--- src/design/mft_ctrl_map.svh ---
// Register offsets, field positions and reset values of the timer control block.
// Assumes an 8-bit register port with byte offsets as below.
`ifndef MFT_CTRL_MAP_SVH
`define MFT_CTRL_MAP_SVH
// ==========================================================
// Offsets
`define MFT_OFS_COUNTER_CONTROL 8'hf8
`define MFT_OFS_OPERATING_MODE 8'hf9
`define MFT_OFS_INPUT_PIN_SETUP 8'hfa
`define MFT_OFS_PRESCALE_PRESET 8'hfb
`define MFT_OFS_OUTPUT_A_ACTIONS 8'hfc
`define MFT_OFS_OUTPUT_B_ACTIONS 8'hfd
`define MFT_OFS_COUNT_LO 8'hf0
`define MFT_OFS_COUNT_HI 8'hf1
`define MFT_OFS_CMP0_LO 8'hf2
`define MFT_OFS_CMP0_HI 8'hf3
`define MFT_OFS_CMP1_LO 8'hf4
`define MFT_OFS_CMP1_HI 8'hf5
`define MFT_OFS_REG0_LO 8'hf6
`define MFT_OFS_REG0_HI 8'hf7
`define MFT_OFS_REG1_LO 8'hee
`define MFT_OFS_REG1_HI 8'hef
// ==========================================================
// Counter control fields
`define MFT_CC_RUN 7
`define MFT_CC_CLR_CAP 6
`define MFT_CC_CLR_CMP 5
`define MFT_CC_CLEAR 4
`define MFT_CC_SWDIR 3
`define MFT_CC_DIRSTAT 2
`define MFT_CC_WRAPSTAT 1
`define MFT_CC_RUNSTAT 0
// Mode fields
`define MFT_OM_OEB 7
`define MFT_OM_OEA 6
`define MFT_OM_BIVALUE 5
`define MFT_OM_REG1 4
`define MFT_OM_REG0 3
`define MFT_OM_CLKCTL 2
`define MFT_OM_NORETRIG 1
`define MFT_OM_ONESHOT 0
// Action fields
`define MFT_OA_CMP0_HI 7
`define MFT_OA_CMP1_HI 5
`define MFT_OA_WRAP_HI 3
`define MFT_OA_EVENT 1
`define MFT_OA_PRESET 0
// Input setup fields
`define MFT_IP_FUNC_HI 7
`define MFT_IP_EDGE_A_HI 3
`define MFT_IP_EDGE_B_HI 1
// ==========================================================
// Reset values
`define MFT_RST_REG 8'h00
`define MFT_RST_PRESCALE 8'h00
`endif

--- src/design/mft_ctrl_pkg.sv ---
// Types of the timer control block.
// Assumes the map header supplies offsets and fields.
package mft_ctrl_pkg;
  typedef enum logic [3:0] {
    MFT_LOAD0_MON1 = 4'h1,
    MFT_LOAD0_CAP1 = 4'h2,
    MFT_CAP0_MON1 = 4'h4,
    MFT_CAP_BOTH = 4'h8
  } mft_mode_t;
  typedef struct packed {
    logic [7:0] addr;
    logic [7:0] wdata;
    logic wr;
    logic rd;
  } mft_bus_req_t;
  typedef struct packed {
    logic in_a;
    logic in_b;
    logic global_count_enable;
  } mft_pins_t;
  typedef struct packed {
    logic [7:0] counter_control;
    logic [7:0] operating_mode_select;
    logic [7:0] input_pin_setup;
    logic [7:0] prescale_preset;
    logic [7:0] output_a_actions;
    logic [7:0] output_b_actions;
    logic [15:0] cmp0;
    logic [15:0] cmp1;
    logic [15:0] reg0;
    logic [15:0] reg1;
    logic [15:0] count;
    logic [7:0] prescale;
    logic [2:0] sync_a;
    logic [2:0] sync_b;
    logic in_a;
    logic in_b;
    logic dir_up;
    logic wrap_seen;
    logic capture_wrap;
    logic out_a;
    logic out_b;
    logic chip_event;
    logic armed;
    logic [7:0] rdata;
  } mft_state_t;
endpackage

--- src/design/mft_ctrl.sv ---
// Control, mode, input and output-action logic of a 16-bit up/down timer.
// Assumes a same-clock register master and asynchronous pins on in_a/in_b.
//
// The address-and-strobe port was chosen for this implementation.
`timescale 1ns/1ps
`include "mft_ctrl_map.svh"
module mft_ctrl #(
  parameter int INSTANCE = 0
) (
  input wire logic clk,
  input wire logic arst_n,
  input wire mft_ctrl_pkg::mft_bus_req_t bus,
  output logic [7:0] rdata,
  input wire mft_ctrl_pkg::mft_pins_t pins,
  output logic output_a,
  output logic output_b,
  output logic compare0_chip_event,
  output logic [15:0] count
);
  import mft_ctrl_pkg::*;

  // Only four timer instances exist
  if (INSTANCE < 0 || INSTANCE > 3)
  begin : g_bad_instance
    $error("INSTANCE must be 0 to 3");
  end

  // ==========================================================
  // Helpers
  // Edge selection: bit1 rising, bit0 falling
  function automatic logic edge_hit(input logic [1:0] sel, input logic prev,
                                    input logic cur);
    edge_hit = (sel[1] & ~prev & cur) | (sel[0] & prev & ~cur);
  endfunction

  // Output action: 00 set, 01 toggle, 10 reset, 11 keep
  function automatic logic apply_action(input logic [1:0] act, input logic cur);
    case (act)
      2'b00: apply_action = 1'b1;
      2'b01: apply_action = ~cur;
      2'b10: apply_action = 1'b0;
      default: apply_action = cur;
    endcase
  endfunction

  // AND of codes of the events that fire; 11 when none fire
  function automatic logic [1:0] merge_actions(input logic [5:0] acts,
                                               input logic [2:0] hit);
    logic [1:0] m;
    m = 2'b11;
    for (int i = 0; i < 3; i++)
    begin
      if (hit[i])
      begin
        m = m & acts[2*i +: 2];
      end
    end
    merge_actions = m;
  endfunction

  function automatic logic [15:0] wr_half(input logic [15:0] v, input logic hi,
                                          input logic [7:0] d);
    wr_half = hi ? {d, v[7:0]} : {v[15:8], d};
  endfunction

  mft_state_t s_r;
  mft_state_t s_nxt;
  mft_mode_t mode;
  logic [3:0] func;
  logic ev_a;
  logic ev_b;
  logic gate_ok;
  logic trig;
  logic ext_clk;
  logic run;
  logic tick;
  logic pre_zero;
  logic cnt_en;
  logic cmp0_hit;
  logic cmp1_hit;
  logic wrap;
  logic cap0;
  logic cap1;
  logic clr;
  logic reload;
  logic parallel;
  logic pin_dir;
  logic pin_dir_up;
  logic [2:0] hits;
  logic a_lvl;
  logic b_lvl;
  logic up;

  // ==========================================================
  // Mode decode
  always_comb
  begin
    // mode table; reg1 mode ignored under bivalue
    if (s_r.operating_mode_select[`MFT_OM_BIVALUE])
    begin
      mode = s_r.operating_mode_select[`MFT_OM_REG0] ? MFT_CAP_BOTH : MFT_LOAD0_MON1;
    end
    else
    begin
      case ({s_r.operating_mode_select[`MFT_OM_REG1], s_r.operating_mode_select[`MFT_OM_REG0]})
        2'b00: mode = MFT_LOAD0_MON1;
        2'b10: mode = MFT_LOAD0_CAP1;
        2'b01: mode = MFT_CAP0_MON1;
        default: mode = MFT_CAP_BOTH;
      endcase
    end
  end

  // ==========================================================
  // Input pins and counting conditions
  always_comb
  begin
    func = s_r.input_pin_setup[`MFT_IP_FUNC_HI -: 4];
    // parallel mode on odd instances only
    parallel = s_r.operating_mode_select[`MFT_OM_CLKCTL] && (INSTANCE % 2 == 1);
    // Level moves once the last two stages agree; edge taken there, once
    a_lvl = (s_r.sync_a[1] == s_r.sync_a[2]) ? s_r.sync_a[2] : s_r.in_a;
    b_lvl = (s_r.sync_b[1] == s_r.sync_b[2]) ? s_r.sync_b[2] : s_r.in_b;
    ev_a = edge_hit(s_r.input_pin_setup[`MFT_IP_EDGE_A_HI -: 2], s_r.in_a, a_lvl);
    ev_b = edge_hit(s_r.input_pin_setup[`MFT_IP_EDGE_B_HI -: 2], s_r.in_b, b_lvl);
    gate_ok = 1'b1;
    trig = 1'b0;
    ext_clk = 1'b0;
    pin_dir = 1'b0;
    pin_dir_up = 1'b0;
    case (func)
      4'h1: trig = ev_b;
      4'h2: gate_ok = s_r.in_a;
      4'h3:
      begin
        gate_ok = s_r.in_a;
        trig = ev_b;
      end
      4'h4: ext_clk = ev_b;
      4'h5: trig = ev_a;
      4'h6:
      begin
        gate_ok = s_r.in_a;
        ext_clk = ev_b;
      end
      4'h7: trig = ev_a | ev_b;
      4'h8:
      begin
        ext_clk = ev_a | ev_b;
        pin_dir = 1'b1;
        // Direction holds between pin events
        pin_dir_up = ev_a | (s_r.dir_up & ~ev_b);
      end
      4'h9:
      begin
        ext_clk = ev_b;
        pin_dir = 1'b1;
        pin_dir_up = s_r.in_a;
      end
      4'ha:
      begin
        trig = ev_a | ev_b;
        pin_dir = 1'b1;
        pin_dir_up = ev_a | (s_r.dir_up & ~ev_b);
      end
      4'hb:
      begin
        pin_dir = 1'b1;
        pin_dir_up = s_r.in_a;
      end
      4'hc:
      begin
        // Quadrature: A edge counts, B level fixes direction
        ext_clk = ev_a;
        pin_dir = 1'b1;
        pin_dir_up = ~s_r.in_b;
      end
      4'hd:
      begin
        trig = ev_a;
        ext_clk = ev_b;
      end
      4'he:
      begin
        ext_clk = ev_a;
        trig = ev_b;
      end
      4'hf:
      begin
        trig = ev_a;
        gate_ok = s_r.in_b;
      end
      default: trig = 1'b0;
    endcase
    // Parallel mode: prescaler clocked internally, pins keep other roles
    if (parallel)
    begin
      ext_clk = 1'b0;
    end
    // pins fix direction, else software bit
    up = pin_dir ? pin_dir_up : s_r.counter_control[`MFT_CC_SWDIR];
    // local and global enables both needed
    run = s_r.counter_control[`MFT_CC_RUN] & pins.global_count_enable & gate_ok
          & ~s_r.armed;
    tick = (func == 4'h4 || func == 4'h6 || func == 4'h8 || func == 4'h9
            || func == 4'hc || func == 4'hd || func == 4'he) && !parallel
           ? ext_clk : 1'b1;
    pre_zero = (s_r.prescale == 8'h00);
    cnt_en = run & tick & pre_zero;
    cmp0_hit = cnt_en && (s_r.count == s_r.cmp0);
    cmp1_hit = cnt_en && (s_r.count == s_r.cmp1);
    wrap = cnt_en && (up ? (s_r.count == 16'hffff) : (s_r.count == 16'h0000));
    // trigger acts whatever the run enable
    cap0 = trig && (mode == MFT_CAP0_MON1 || mode == MFT_CAP_BOTH);
    cap1 = trig && (mode == MFT_LOAD0_CAP1 || mode == MFT_CAP_BOTH);
    clr = (s_r.counter_control[`MFT_CC_CLR_CAP] & (cap0 | cap1))
          | (s_r.counter_control[`MFT_CC_CLR_CMP] & cmp0_hit)
          | (bus.wr && bus.addr == `MFT_OFS_COUNTER_CONTROL && bus.wdata[`MFT_CC_CLEAR]);
    reload = (trig && !cap0) || (wrap && !s_r.operating_mode_select[`MFT_OM_ONESHOT]);
    hits = {wrap, cmp1_hit, cmp0_hit};
  end

  // ==========================================================
  // Next state
  always_comb
  begin
    s_nxt = s_r;
    s_nxt.sync_a = {s_r.sync_a[1:0], pins.in_a};
    s_nxt.sync_b = {s_r.sync_b[1:0], pins.in_b};
    s_nxt.in_a = a_lvl;
    s_nxt.in_b = b_lvl;
    // Kept so latched pin directions survive between events
    s_nxt.dir_up = up;
    // preset taken at underflow or reload; divide by value plus one
    if (run && tick)
    begin
      s_nxt.prescale = pre_zero ? s_r.prescale_preset : s_r.prescale - 8'h01;
    end
    if (clr || reload)
    begin
      s_nxt.prescale = s_r.prescale_preset;
    end
    if (cnt_en)
    begin
      s_nxt.count = up ? s_r.count + 16'h0001 : s_r.count - 16'h0001;
    end
    if (wrap)
    begin
      s_nxt.wrap_seen = 1'b1;
      if (s_r.operating_mode_select[`MFT_OM_ONESHOT])
      begin
        s_nxt.armed = 1'b1;
      end
      else
      begin
        s_nxt.count = s_r.reg0;
      end
    end
    // retrigger allowed when bit is zero or the one-shot bit is set
    if (trig && !cap0 && (!s_r.armed || !s_r.operating_mode_select[`MFT_OM_NORETRIG]
        || s_r.operating_mode_select[`MFT_OM_ONESHOT]))
    begin
      s_nxt.count = s_r.reg0;
      s_nxt.armed = 1'b0;
    end
    if (cap0)
    begin
      s_nxt.reg0 = s_r.count;
      s_nxt.capture_wrap = s_r.wrap_seen | wrap;
      s_nxt.wrap_seen = 1'b0;
    end
    if (cap1)
    begin
      s_nxt.reg1 = s_r.count;
    end
    if (clr)
    begin
      s_nxt.count = 16'h0000;
    end
    // output A actions; coinciding codes ANDed
    s_nxt.out_a = apply_action(merge_actions({
                  s_r.output_a_actions[`MFT_OA_WRAP_HI -: 2],
                  s_r.output_a_actions[`MFT_OA_CMP1_HI -: 2],
                  s_r.output_a_actions[`MFT_OA_CMP0_HI -: 2]}, hits), s_r.out_a);
    // output B actions; same encoding and AND
    s_nxt.out_b = apply_action(merge_actions({
                  s_r.output_b_actions[`MFT_OA_WRAP_HI -: 2],
                  s_r.output_b_actions[`MFT_OA_CMP1_HI -: 2],
                  s_r.output_b_actions[`MFT_OA_CMP0_HI -: 2]}, hits), s_r.out_b);
    s_nxt.chip_event = cmp0_hit & s_r.output_a_actions[`MFT_OA_EVENT];
    // Register writes
    if (bus.wr)
    begin
      case (bus.addr)
        `MFT_OFS_COUNTER_CONTROL: s_nxt.counter_control = {bus.wdata[7:5], 1'b0,
                                                         bus.wdata[3], 3'b000};
        `MFT_OFS_OPERATING_MODE: s_nxt.operating_mode_select = bus.wdata;
        `MFT_OFS_INPUT_PIN_SETUP: s_nxt.input_pin_setup = bus.wdata;
        `MFT_OFS_PRESCALE_PRESET: s_nxt.prescale_preset = bus.wdata;
        `MFT_OFS_OUTPUT_A_ACTIONS:
        begin
          s_nxt.output_a_actions = bus.wdata;
          s_nxt.out_a = bus.wdata[`MFT_OA_PRESET];
        end
        `MFT_OFS_OUTPUT_B_ACTIONS:
        begin
          s_nxt.output_b_actions = bus.wdata;
          s_nxt.out_b = bus.wdata[`MFT_OA_PRESET];
        end
        `MFT_OFS_CMP0_LO, `MFT_OFS_CMP0_HI:
          s_nxt.cmp0 = wr_half(s_r.cmp0, bus.addr[0], bus.wdata);
        `MFT_OFS_CMP1_LO, `MFT_OFS_CMP1_HI:
          s_nxt.cmp1 = wr_half(s_r.cmp1, bus.addr[0], bus.wdata);
        `MFT_OFS_REG0_LO, `MFT_OFS_REG0_HI:
          s_nxt.reg0 = wr_half(s_r.reg0, bus.addr[0], bus.wdata);
        `MFT_OFS_REG1_LO, `MFT_OFS_REG1_HI:
          s_nxt.reg1 = wr_half(s_r.reg1, bus.addr[0], bus.wdata);
        default: s_nxt.rdata = s_nxt.rdata;
      endcase
    end
    // Reads; unmapped addresses return zero
    s_nxt.rdata = 8'h00;
    if (bus.rd)
    begin
      case (bus.addr)
        `MFT_OFS_COUNTER_CONTROL: s_nxt.rdata = {s_r.counter_control[7:5], 1'b0,
                                               s_r.counter_control[3], up,
                                               s_r.capture_wrap, run};
        `MFT_OFS_OPERATING_MODE: s_nxt.rdata = s_r.operating_mode_select;
        `MFT_OFS_INPUT_PIN_SETUP: s_nxt.rdata = s_r.input_pin_setup;
        `MFT_OFS_PRESCALE_PRESET: s_nxt.rdata = s_r.prescale_preset;
        `MFT_OFS_OUTPUT_A_ACTIONS: s_nxt.rdata = {s_r.output_a_actions[7:1], output_a};
        `MFT_OFS_OUTPUT_B_ACTIONS: s_nxt.rdata = {s_r.output_b_actions[7:1], output_b};
        `MFT_OFS_COUNT_LO: s_nxt.rdata = s_r.count[7:0];
        `MFT_OFS_COUNT_HI: s_nxt.rdata = s_r.count[15:8];
        `MFT_OFS_CMP0_LO: s_nxt.rdata = s_r.cmp0[7:0];
        `MFT_OFS_CMP0_HI: s_nxt.rdata = s_r.cmp0[15:8];
        `MFT_OFS_CMP1_LO: s_nxt.rdata = s_r.cmp1[7:0];
        `MFT_OFS_CMP1_HI: s_nxt.rdata = s_r.cmp1[15:8];
        `MFT_OFS_REG0_LO: s_nxt.rdata = s_r.reg0[7:0];
        `MFT_OFS_REG0_HI: s_nxt.rdata = s_r.reg0[15:8];
        `MFT_OFS_REG1_LO: s_nxt.rdata = s_r.reg1[7:0];
        `MFT_OFS_REG1_HI: s_nxt.rdata = s_r.reg1[15:8];
        default: s_nxt.rdata = 8'h00;
      endcase
    end
  end

  // ==========================================================
  // State register
  always_ff @(posedge clk or negedge arst_n)
  begin
    if (!arst_n)
    begin
      s_r <= '0;
    end
    else
    begin
      s_r <= s_nxt;
    end
  end

  // ==========================================================
  // Outputs
  // disabled outputs forced high
  assign output_a = s_r.operating_mode_select[`MFT_OM_OEA] ? s_r.out_a : 1'b1;
  assign output_b = s_r.operating_mode_select[`MFT_OM_OEB] ? s_r.out_b : 1'b1;
  assign compare0_chip_event = s_r.chip_event;
  assign rdata = s_r.rdata;
  assign count = s_r.count;
endmodule // mft_ctrl

--- config.mk ---
export PLATFORM = sky130hd
export DESIGN_NAME = mft_ctrl
export DESIGN_NICKNAME = d
export VERILOG_FILES = /design/src/design/mft_ctrl_pkg.sv /design/src/design/mft_ctrl.sv
export VERILOG_INCLUDE_DIRS = /design/src /design/src/design
export SDC_FILE = /design/constraint.sdc
export NUM_CORES = 1
export LEC_CHECK = 0
export ABC_CLOCK_PERIOD_IN_PS = 4600
export BUFFER_PORTS_ARGS = -buffer_cell sky130_fd_sc_hd__buf_2
export CORE_UTILIZATION = 45
export CTS_BUF_LIST = sky130_fd_sc_hd__clkbuf_8
export DETAILED_ROUTE_END_ITERATION = 10
export PLACE_DENSITY = 0.69
export REMOVE_ABC_BUFFERS = 1
export SLEW_MARGIN = 20
export SYNTH_ARGS = -nofsm -noshare
export SYNTH_HDL_FRONTEND = slang
export SYNTH_SLANG_ARGS = --single-unit
--- constraint.sdc ---
create_clock -name clk -period 4.6 [get_ports clk]
set_clock_uncertainty 0.15 [all_clocks]
set_input_delay 0.23 -clock clk [delete_from_list [all_inputs] [get_ports clk]]
set_output_delay 0.23 -clock clk [all_outputs]
set_load 0.01 [all_outputs]
-- Yosys cells after proc, flatten, opt, wreduce, memory -nomap -nowiden
Cells that the tools add are included.
- bits in registers: 155
- input port bits: 23
- output and inout bits: 27
- word-level logic and storage cells: 226
- add/subtract/negate cells: 3
- eq/ne operators: 49
- mux-type cells: 48
- bitwise operators: 38
- reductions and logical operators: 60
- operators by type and width (operator ; number):
    $mux 16 ; 11
    $eq 8x8->1 const B ; 16
    $pmux 8 s16 ; 1
    $eq 4x4->1 const B ; 9
    $eq 16x16->1 ; 2
    $mux 32 ; 1
    $mux 8 ; 4
    $eq 4x3->1 const B ; 5
    $and 1x1->1 ; 17
    $add 16x1->16 const B ; 1
    $eq 16x16->1 const B ; 1
    $logic_not 16->1 ; 1
    $mux 2 ; 8
    $reduce_or 2->1 ; 8
    $sub 16x1->16 const B ; 1
    $pmux 1 s3 ; 5
    $mux 1 ; 14
    $reduce_and 2->1 ; 7
    $eq 4x2->1 const B ; 3
    $logic_or 1x1->1 ; 12
    $ne 3x3->1 const B ; 4
    $pmux 4 s3 ; 1
    $reduce_and 3->1 ; 4
    $logic_and 1x1->1 ; 11
    other kinds (17) ; 51

-- Depth between registers and ports, before layout
Gate-level depths: netlist of the first run.
- depth in word-level cells: 20
- gate-level depth with buffers: 14
- depth with buffers taken out: 13

-- Least setup slack after synthesis of the first run
OpenSTA, ideal clock, no wires.
- kind: register to register
- start point: register s_r[16] (netlist name)
- end point: register s_r, in the netlist count[15]
- library setup time: 0.082 ns
- data arrival time: 3.850 ns
- data required time: 4.368 ns
- setup slack: 0.518 ns
- cell stages (with the launch flop): 14
- buffers on the path: 0
- clock period less this slack: 4.082 ns
- cell sequence: dfrtp_1 -> nand4b_1 -> a211o_1 -> a31oi_1 -> inv_1 -> ha_1 -> a211oi_1 -> o21ai_0 -> a2111oi_0 -> o31a_1 -> o21ai_0 -> xnor2_1 -> or3_1 -> a31oi_1
- RTL lines (what ; RTL line ; source):
    start: declaration ; mft_ctrl.sv:66 ; mft_state_t s_r;
    start signal: assignment ; mft_ctrl.sv:359 ; s_r <= s_nxt;

==> reports/results.tsv, run 1 <==
stage	metric	value	unit
synthesis	synth_flop_cell	dfrtp_1	
route	drt_iter0_drc	1047	
die	core_area	0.01896	mm2
synthesis	synth_cells	882	
sta	tightest_slew	1.101	ns
job	cap_violations	0	
sta	setup_slack	0.4183	ns
synthesis	ys_types	68	
placement	routabilityCongestion	0.9641	
cts	cts_root_buf	clkbuf_8	
grt	grt-ovfl-total	0	
route	ant_nets	0	
placement	portBuffers	49	
synthesis	async_flop_share	100.0	%
run_status	outcome	finished clean	
pwr	p_sw	0.0008749	W
setup_path	critPathArrivalTime	4.45	ns
setup_path	crit_path_start_kind	flop	
synthesis	yosysWarnings	0	
cts	cts_buffers	17	
finish	drive_gt1_share	21.58	%
route	dr.pass1.iters	6	
pwr	power_frac_comb	12.6	%
setup_path	worstPathMaxFanout	15	
die	start_util	46.45	%
pwr	p_seq_share	49.2	%
sta	rsz0062_at_grt	false	
sta	tns	0	ns
finish	area_growth	9.649	%
pwr	p_int	0.002118	W
sta	finalMaxSlewViolations	0	
die	dieArea	0.02013	mm2
cts	h-tree-depth	4	
synthesis	synth_seq_area_share	43.48	%
synthesis	synth_area_per_cell	9.983	um2
pwr	switching_share	29.23	%
route	wl	28630	um
min_path	hp-class	primary input to flop	
setup_path	path_class	flop to flop	
route	detail_route.wl_per_cell	24.40	um
cts	clk_latency	0.49	ns
die	die_height	141.9	um
die	placementRows	50	
route	vias	7505	
finish	nets	940	
grt	track_usage	29.44	%
route	via_per_inst	6.398	
sta	setup_viol	0	
cts	cts_tree	yes	
synthesis	syn_area	0.008805	mm2
synthesis	synth_edf_count	0	
cts	clockBufferDepth	2	
setup_path	worst-endpoint-required	4.87	ns
sta	relSlewSlack	26.00	%
grt	grt_start_max_net_pins	73	
sta	fmax	239.1	MHz
synthesis	ys_ff_latch	153	
finish	final_util	50.93	%
placement	dp_hpwl	19600	um
pwr	power_density	310.0	mW/mm2
die	die_x	141.9	um
cts	postCtsSetupRepairBufs	0	
grt	grt_pass1_wl	43670	um
cts	cts.sink_count	153	
finish	layout_common_cells	153 x dfrtp_1, 75 x mux2_2, 59 x nor2_1	
pwr	vdd_ir_drop_max	0.0002265	V
pwr	power.leakage	4.733	nW
sta	holdWs	0.09492	ns
setup_path	cp-end-kind	flop	
finish	n_antenna_cell	0	
finish	final_common_cell	dfrtp_1	
cts	path_clk_slew	0.10	ns
grt	antenna_found_initial	0	
die	io_pins	50	
pwr	clkPwrFrac	38.3	%
grt	grt_pass1_vias	7217	
route	drc	0	
sta	post-route-min-period	4.182	ns
sta	finalCritPeriodShare	90.91	%
placement	place_worst_setup_slack	0.2238	ns
sta	hold_viol_final	0	
sequential cells by signal, summed over array words and instances (netlist names):
signal               count
s_nxt                    4
func                     4
count                   16
compare0_chip_event      1
rdata                    8
s_r                    120
power groups by stage:
stage	Clock [W]	Combinational, W	Sequential (W)
after global routing	0.00121	0.000410	0.00148
after floorplan	0	0.000219	0.00147
after detailed placement	0	0.000364	0.00149
after global placement	0	0.000358	0.00149
after CTS	0.00116	0.000370	0.00147
final	0.00115	0.000376	0.00147
layer usage:
layer | global-route usage, % | share of wire [%] | vias up
met4 | 12.51 | 3.6 | 0
met2 | 43.84 | 44 | 449
met5 | 0 | 0 | -
li1 | - | - | 3298
met3 | 6.750 | 9.6 | 92
met1 | 41.10 | 42 | 3666
cells in the mapped netlist (5+ instances only):
| library cell | n | area (um2) |
|---|---|---|
| xnor2_1 | 11 | 96.34 |
| nand3_1 | 20 | 100.1 |
| nand4b_1 | 6 | 52.55 |
| nor4_1 | 15 | 93.84 |
| o2bb2ai_1 | 6 | 52.55 |
| nand4_1 | 17 | 106.4 |
| a211oi_1 | 6 | 45.04 |
| o22ai_1 | 20 | 125.1 |
| and3_1 | 6 | 37.54 |
| or3_1 | 8 | 50.05 |
| a311oi_1 | 7 | 61.31 |
| a31oi_1 | 9 | 56.30 |
| xor2_1 | 33 | 289.0 |
| a211o_1 | 5 | 43.79 |
| a21o_1 | 7 | 52.55 |
| a21oi_1 | 45 | 225.2 |
| and2_1 | 7 | 43.79 |
| buf_4 | 24 | 180.2 |
| a222oi_1 | 16 | 160.2 |
| clkbuf_1 | 47 | 176.4 |
| nor3_1 | 16 | 80.08 |
| nor2b_1 | 5 | 31.28 |
| o21ai_0 | 30 | 150.1 |
| nand2b_1 | 6 | 37.54 |
| nand2_1 | 54 | 202.7 |
| nor2_1 | 59 | 221.5 |
| a22oi_1 | 34 | 255.2 |
| mux2_2 | 75 | 844.6 |
| inv_1 | 33 | 123.9 |
| ha_1 | 16 | 200.2 |
| a221oi_1 | 6 | 52.55 |
| dfrtp_1 | 153 | 3829 |
| mux2i_1 | 22 | 220.2 |
| o21a_1 | 10 | 75.07 |
what timing repair did:
| item | CTS | global route |
|---|---|---|
| setup endpoints to repair | 0 | 3 |
| hold endpoints to repair | 72 | 0 |
| hold buffers | 3 | 0 |
| resized for setup | 0 | 2 |
kinds of logic after synthesis:
kind of cell               after synthesis  synth area share, %
AOI/OAI and AO/OA                      224                17.75
muxes                                   98                12.22
adders and majority gates               19                2.728
DFF                                    153                43.48
and+or+nand+nor                        234                13.68
xor gates and xnor gates                44                4.377
buffers and inverters                  110                5.755
final cells by class:
class                           count  area, um2
Sequential cell                   153       3829
Timing Repair Buffer               76      461.7
Fill cell                        1738       9301
Multi-Input combinational cell    619       4486
Clock buffer                       18      247.7
Tap cell                          260      325.3
Inverter                           33      123.9
Clock inverter                     14      181.4
worst max-delay path, cell delays in order (launching register included):
cell,delay [ns]
dfrtp_1,0.44
nand4b_1,0.31
a211o_1,0.35
a31oi_1,0.23
inv_1,0.32
ha_1,0.40
a211oi_1,0.30
o21ai_0,0.23
a2111oi_2,0.44
o31a_1,0.20
o21ai_0,0.10
xnor2_1,0.15
or3_1,0.32
a31oi_1,0.16
stage by stage:
stage                     instance area, um2  total power, W  cells
final                                   9654        0.002993   1173
after global routing                    9654        0.003099   1173
after CTS                               9643        0.002993   1173
after detailed placement                9184        0.001859   1138
after global placement                  9184        0.001850   1138
after floorplan                         8422        0.001691    805
worst paths after layout:
| check | from | to | slack, ns | cells past startpoint |
|---|---|---|---|---|
| setup / recovery | s_r[16] | count[15] | 0.42 | 13 |
| hold / removal | bus[2] | s_r[10] | 0.09 | 3 |
| setup reg to reg | s_r[16] | count[15] | 0.42 | 13 |
| hold reg to reg | s_nxt[18] | s_nxt[19] | 0.21 | 0 |
| max in group asynchronous | arst_n | s_r[64] | 3.07 | 3 |
| min in group asynchronous | arst_n | count[14] | 0.19 | 2 |
Note: power is estimated with default switching activity, not from simulation.
==> inputs of run 2 (changes only) <==
--- a/config.mk
+++ b/config.mk
@@ -8,10 +8,10 @@
 export LEC_CHECK = 0
 export ABC_CLOCK_PERIOD_IN_PS = 4600
 export BUFFER_PORTS_ARGS = -buffer_cell sky130_fd_sc_hd__buf_2
-export CORE_UTILIZATION = 45
+export CORE_UTILIZATION = 35
 export CTS_BUF_LIST = sky130_fd_sc_hd__clkbuf_8
 export DETAILED_ROUTE_END_ITERATION = 10
-export PLACE_DENSITY = 0.69
+export PLACE_DENSITY_LB_ADDON = 0.3
 export REMOVE_ABC_BUFFERS = 1
 export SLEW_MARGIN = 20
 export SYNTH_ARGS = -nofsm -noshare
==> run 2 against run 1 <==
Via count down 0.75%. Total power decreased by 1.8%. Final area increased by 0.79%.
==> reports/results.tsv, run 2 (synthesis gave the netlist of run 1 again) <==
stage	metric	value	unit
finish	fin_cells	1240	
die	die_height	160.6	um
min_path	hp-class	primary input to flop	
sta	fmax	238.7	MHz
pwr	power_density	302.2	mW/mm2
route	wl	30520	um
cts	path_clk_slew	0.10	ns
route	vias	7449	
sta	hold_viol_final	0	
grt	track_usage	24.31	%
cts	cts.repair.resized	0	
placement	portBuffers	49	
finish	nets	943	
setup_path	crit_path_start_kind	flop	
placement	routabilityCongestion	0.9574	
sta	finalMaxSlewViolations	0	
sta	post-route-min-period	4.190	ns
grt	grt_start_max_net_pins	82	
cts	cts.sink_count	153	
route	via_per_inst	6.007	
die	dieArea	0.02579	mm2
sta	setup_viol	0	
setup_path	cp_num_buf_inv	3	
cts	cts_buffers	17	
finish	largest-register	s_r	
setup_path	critPathMaxStageDelay	0.43	ns
grt	grt_pass1_wl	46170	um
pwr	total_power	0.002940	W
cts	cts_root_buf	clkbuf_8	
run_status	outcome	finished clean	
die	placementRows	57	
cts	clk_latency	0.48	ns
route	dr.pass1.iters	6	
route	drc	0	
setup_path	crit_family	compound AO/OA/AOI/OAI gates	
grt	grt-ovfl-total	0	
setup_path	critPathArrivalTime	4.44	ns
placement	dp_hpwl	21640	um
die	io_pins	50	
finish	final_common_cell	dfrtp_1	
route	detail_route.wl_per_cell	24.61	um
finish	n_antenna_cell	0	
sta	setup_slack	0.4100	ns
sta	holdWs	0.08159	ns
sta	relSlewSlack	23.84	%
setup_path	worstPathMaxFanout	12	
setup_path	worst-endpoint-required	4.85	ns
finish	area_growth	10.52	%
cts	cts_hold_buf	3	
pwr	vdd_ir_drop_max	0.0001403	V
die	core_area	0.02446	mm2
cts	postCtsSetupRepairBufs	0	
die	die_x	160.6	um
job	cap_violations	0	
route	drt_iter0_drc	774	
sta	finalCritPeriodShare	91.09	%
sta	tns	0	ns
setup_path	path_class	flop to flop	
setup_path	cp-end-kind	flop	
cts	cts_tree	yes	
pwr	power.leakage	4.715	nW
sta	tightest_slew	1.134	ns
finish	drive_gt1_share	21.72	%
finish	largest_reg_flops	120	
finish	layout_common_cells	153 x dfrtp_1, 75 x mux2_2, 59 x nor2_1	
grt	grt_pass1_vias	7277	
route	ant_nets	0	
placement	place_inst	1205	
cts	h-tree-depth	4	
sta	rsz0062_at_grt	false	
setup_path	path_cells	nand4b_1 -> a211o_1 -> a31oi_1 -> inv_1 -> buf_4 -> ha_1 -> a21o_1 -> a21o_1 -> a2111oi_0 -> buf_4 -> o31a_1 -> o21ai_0 -> xnor2_1 -> or3_1 -> a31oi_1	
setup_path	slowest_stage	dfrtp_1	
cts	clockBufferDepth	2	
placement	place_worst_setup_slack	0.4652	ns
die	start_util	35.99	%
grt	antenna_found_initial	0	
==> run 2: cell count changes in the layout (fill, tap and decap cells not counted), sizes merged <==
cell,delta
bufinv,-1
inv,-3
buf,+3
clkinvlp,+5
clkinv,-1
==> run 2: path summary, 6_finish.rpt <==
check	from	end	slack, ns	cells after the start
worst min register to register	s_nxt[18]	s_nxt[19]	0.21	0
worst min-delay path	bus[8]	s_r[53]	0.08	3
worst max-delay path	s_r[16]	count[15]	0.41	15
worst max register to register	s_r[16]	count[15]	0.41	15
min in group asynchronous	arst_n	s_r[25]	0.22	2
max in group asynchronous	arst_n	s_r[71]	3.03	3
==> run 2: metal layers <==
metal	vias up	wire length, um	GRT usage, %
li1	3305	-	-
met1	3717	13240	32.69
met2	361	13800	36.95
met3	66	2503	6.431
met4	0	981	10.09
met5	-	0	0
==> run 2: power breakdown <==
| part | switching [W] | total, W | internal [W] |
|---|---|---|---|
| clock network | 0.000580 | 0.00109 | 0.000507 |
| registers | 0.0000763 | 0.00148 | 0.00140 |
| logic | 0.000223 | 0.000375 | 0.000152 |
==> run 2: cell type report <==
cell class                      count  area [um2]
Multi-Input combinational cell    619        4479
Sequential cell                   153        3829
Fill cell                        2434       14730
Clock buffer                       18       247.7
Inverter                           33       123.9
Tap cell                          324       405.4
Timing Repair Buffer               79       484.2
Clock inverter                     14       161.4
==> run 2: per-stage QoR <==
stage | utilization (%) | cell area (um2)
3_5_place_dp | 37.98 | 9291
2_1_floorplan | - | 8422
6_report | 39.78 | 9731
5_1_grt | 39.78 | 9731
3_3_place_gp | 37.96 | 9286
4_1_cts | 39.78 | 9731
==> run 2: tightest hold or removal path, stage by stage <==
cell and delay [ns]:
buf_2 0.23, o22ai_1 0.16, a21oi_1 0.05
==> inputs of run 3 (changes only) <==
--- a/config.mk
+++ b/config.mk
@@ -8,6 +8,7 @@
 export LEC_CHECK = 0
 export ABC_CLOCK_PERIOD_IN_PS = 4600
 export BUFFER_PORTS_ARGS = -buffer_cell sky130_fd_sc_hd__buf_2
+export CORE_MARGIN = 5
 export CORE_UTILIZATION = 35
 export CTS_BUF_LIST = sky130_fd_sc_hd__clkbuf_8
 export DETAILED_ROUTE_END_ITERATION = 10
==> run 3 against run 2 <==
Register-to-register slack worse by 0.02 ns. Cell count is 0.97% higher. First-iteration DRC count rose by 29%. Setup slack got worse by 0.017 ns. Largest power group unchanged. Routed wire length up 0.54%. Sequential power hardly changed. Clock-buffer cell count rose by 2. Die area increased by 10%. Maximum frequency is 0.40% lower. Global-route usage shrank 2.5 points. Core utilization is 0.35 points lower. Critical endpoint unchanged.
==> reports/results.tsv, run 3 (synthesis gave the netlist of run 1 again) <==
stage	metric	value	unit
cts	cts_tree	yes	
die	start_util	35.27	%
pwr	vdd_ir_drop_max	0.0001623	V
pwr	p_seq_share	48.6	%
sta	tightest_slew	0.8766	ns
finish	fin_cells	1252	
pwr	p_sw	0.0008042	W
setup_path	critPathMaxStageDelay	0.42	ns
sta	finalMaxSlewViolations	0	
sta	hold_viol_final	0	
route	via_per_inst	6.002	
placement	portBuffers	49	
grt	grt-ovfl-total	0	
placement	routabilityCongestion	0.9805	
grt	grt_pass1_wl	46910	um
sta	finalCritPeriodShare	91.45	%
finish	nets	952	
setup_path	cp_num_buf_inv	3	
cts	h-tree-depth	4	
finish	largest_reg_flops	120	
die	dieArea	0.02843	mm2
die	core_area	0.02496	mm2
pwr	power_frac_comb	12.3	%
grt	grt_start_max_net_pins	73	
die	io_pins	50	
setup_path	path_cells	nand4b_1 -> a211o_1 -> a31oi_1 -> inv_1 -> buf_4 -> ha_1 -> a21o_1 -> a21o_1 -> a2111oi_0 -> buf_4 -> o31a_1 -> o21ai_0 -> xnor2_1 -> or3_1 -> a31oi_1	
pwr	power_density	308.4	mW/mm2
pwr	clkPwrFrac	39.1	%
route	ant_nets	0	
placement	dp_hpwl	21880	um
job	cap_violations	0	
min_path	hp-class	primary input to flop	
grt	grt_pass1_vias	7336	
route	dr.pass1.iters	7	
cts	cts_buffers	17	
pwr	switching_share	26.49	%
setup_path	slowest_stage	dfrtp_1	
sta	setup_viol	0	
pwr	p_int	0.002231	W
die	die_height	168.6	um
die	placementRows	58	
finish	n_antenna_cell	0	
setup_path	critPathArrivalTime	4.43	ns
cts	clk_latency	0.46	ns
pwr	power.leakage	4.802	nW
cts	path_clk_slew	0.08	ns
cts	clockBufferDepth	2	
finish	area_growth	11.79	%
setup_path	worstPathMaxFanout	13	
setup_path	cp-end-kind	flop	
cts	cts.sink_count	153	
route	detail_route.wl_per_cell	24.51	um
cts	cts_root_buf	clkbuf_8	
route	drt_iter0_drc	1000	
setup_path	worst-endpoint-required	4.83	ns
setup_path	crit_path_start_kind	flop	
sta	post-route-min-period	4.207	ns
route	vias	7514	
route	drc	0	
finish	layout_common_cells	153 x dfrtp_1, 75 x mux2_2, 59 x nor2_1	
setup_path	path_class	flop to flop	
route	wl	30680	um
placement	place_area	0.009354	mm2
finish	largest-register	s_r	
grt	track_usage	21.85	%
sta	fmax	237.7	MHz
die	die_x	168.6	um
sta	tns	0	ns
grt	antenna_found_initial	0	
finish	final_common_cell	dfrtp_1	
sta	relSlewSlack	41.34	%
setup_path	crit_family	compound AO/OA/AOI/OAI gates	
finish	drive_gt1_share	22.02	%
run_status	outcome	finished clean	
sta	rsz0062_at_grt	false	
finish	fin_area	0.009843	mm2
placement	place_inst	1219	
cts	postCtsSetupRepairBufs	0	
-- run 3: power by group through the flow --
stage	Combinational (W)	Clock, W	Sequential, W
floorplan	0.000219	0	0.00147
global placement	0.000366	0	0.00150
detailed placement	0.000370	0	0.00150
CTS	0.000373	0.00121	0.00147
global route	0.000413	0.00126	0.00148
finish	0.000373	0.00119	0.00147
-- run 3: repair_timing --
| item | in CTS | in global routing |
|---|---|---|
| hold buffers | 3 | 0 |
| gates resized for setup | 0 | 0 |
| hold endpoints to repair | 72 | 0 |
-- run 3: layout make-up --
cell class | instances | area, um2
fillers | 2507 | 15120
multi-input cells | 619 | 4474
flip-flops and latches | 153 | 3829
repair buffers | 88 | 555.5
well taps | 330 | 412.9
clock buffers | 20 | 275.3
clock inverters | 9 | 172.7
inverters | 33 | 123.9
-- run 3: path summary, 6_finish.rpt --
path,slack [ns],endpoint,cells after the start,startpoint
hold reg to reg,0.19,s_nxt[19],0,s_nxt[18]
min in group asynchronous,0.20,s_r[29],2,arst_n
hold / removal,0.10,s_r[57],3,bus[4]
max in group asynchronous,3.06,s_r[54],3,arst_n
setup / recovery,0.39,count[15],15,s_r[16]
setup reg to reg,0.39,count[15],15,s_r[16]
-- run 3: layer usage --
layer  vias up  wire length (um)  GRT usage (%)
met3        64              3101          5.838
met5         -                 0              0
li1       3322                 -              -
met2       377             13610          33.46
met1      3751             13090          30.20
met4         0               879          7.163
-- run 3: worst register-to-register path, cell delays in order (launching register included) --
cell and delay [ns]:
dfrtp_1 0.42, nand4b_1 0.30, a211o_1 0.35, a31oi_1 0.42, inv_1 0.16, buf_4 0.23
ha_1 0.34, a21o_1 0.21, a21o_1 0.21, a2111oi_0 0.32, buf_4 0.19, o31a_1 0.13
o21ai_0 0.10, xnor2_1 0.14, or3_1 0.30, a31oi_1 0.16
-- run 3: metrics by stage --
step | setup slack (ns) | util [%] | total power (W) | hold WS (ns)
3_5_place_dp | 0.4468 | 37.47 | 0.001869 | 0.1376
6_report | 0.3933 | 39.43 | 0.003036 | 0.1047
5_1_grt | 0.01551 | 39.43 | 0.003154 | 0.07623
2_1_floorplan | 0.5147 | - | 0.001691 | -0.2156
4_1_cts | 0.4315 | 39.38 | 0.003050 | 0.07422
3_3_place_gp | 0.5245 | 37.47 | 0.001863 | 0.1389
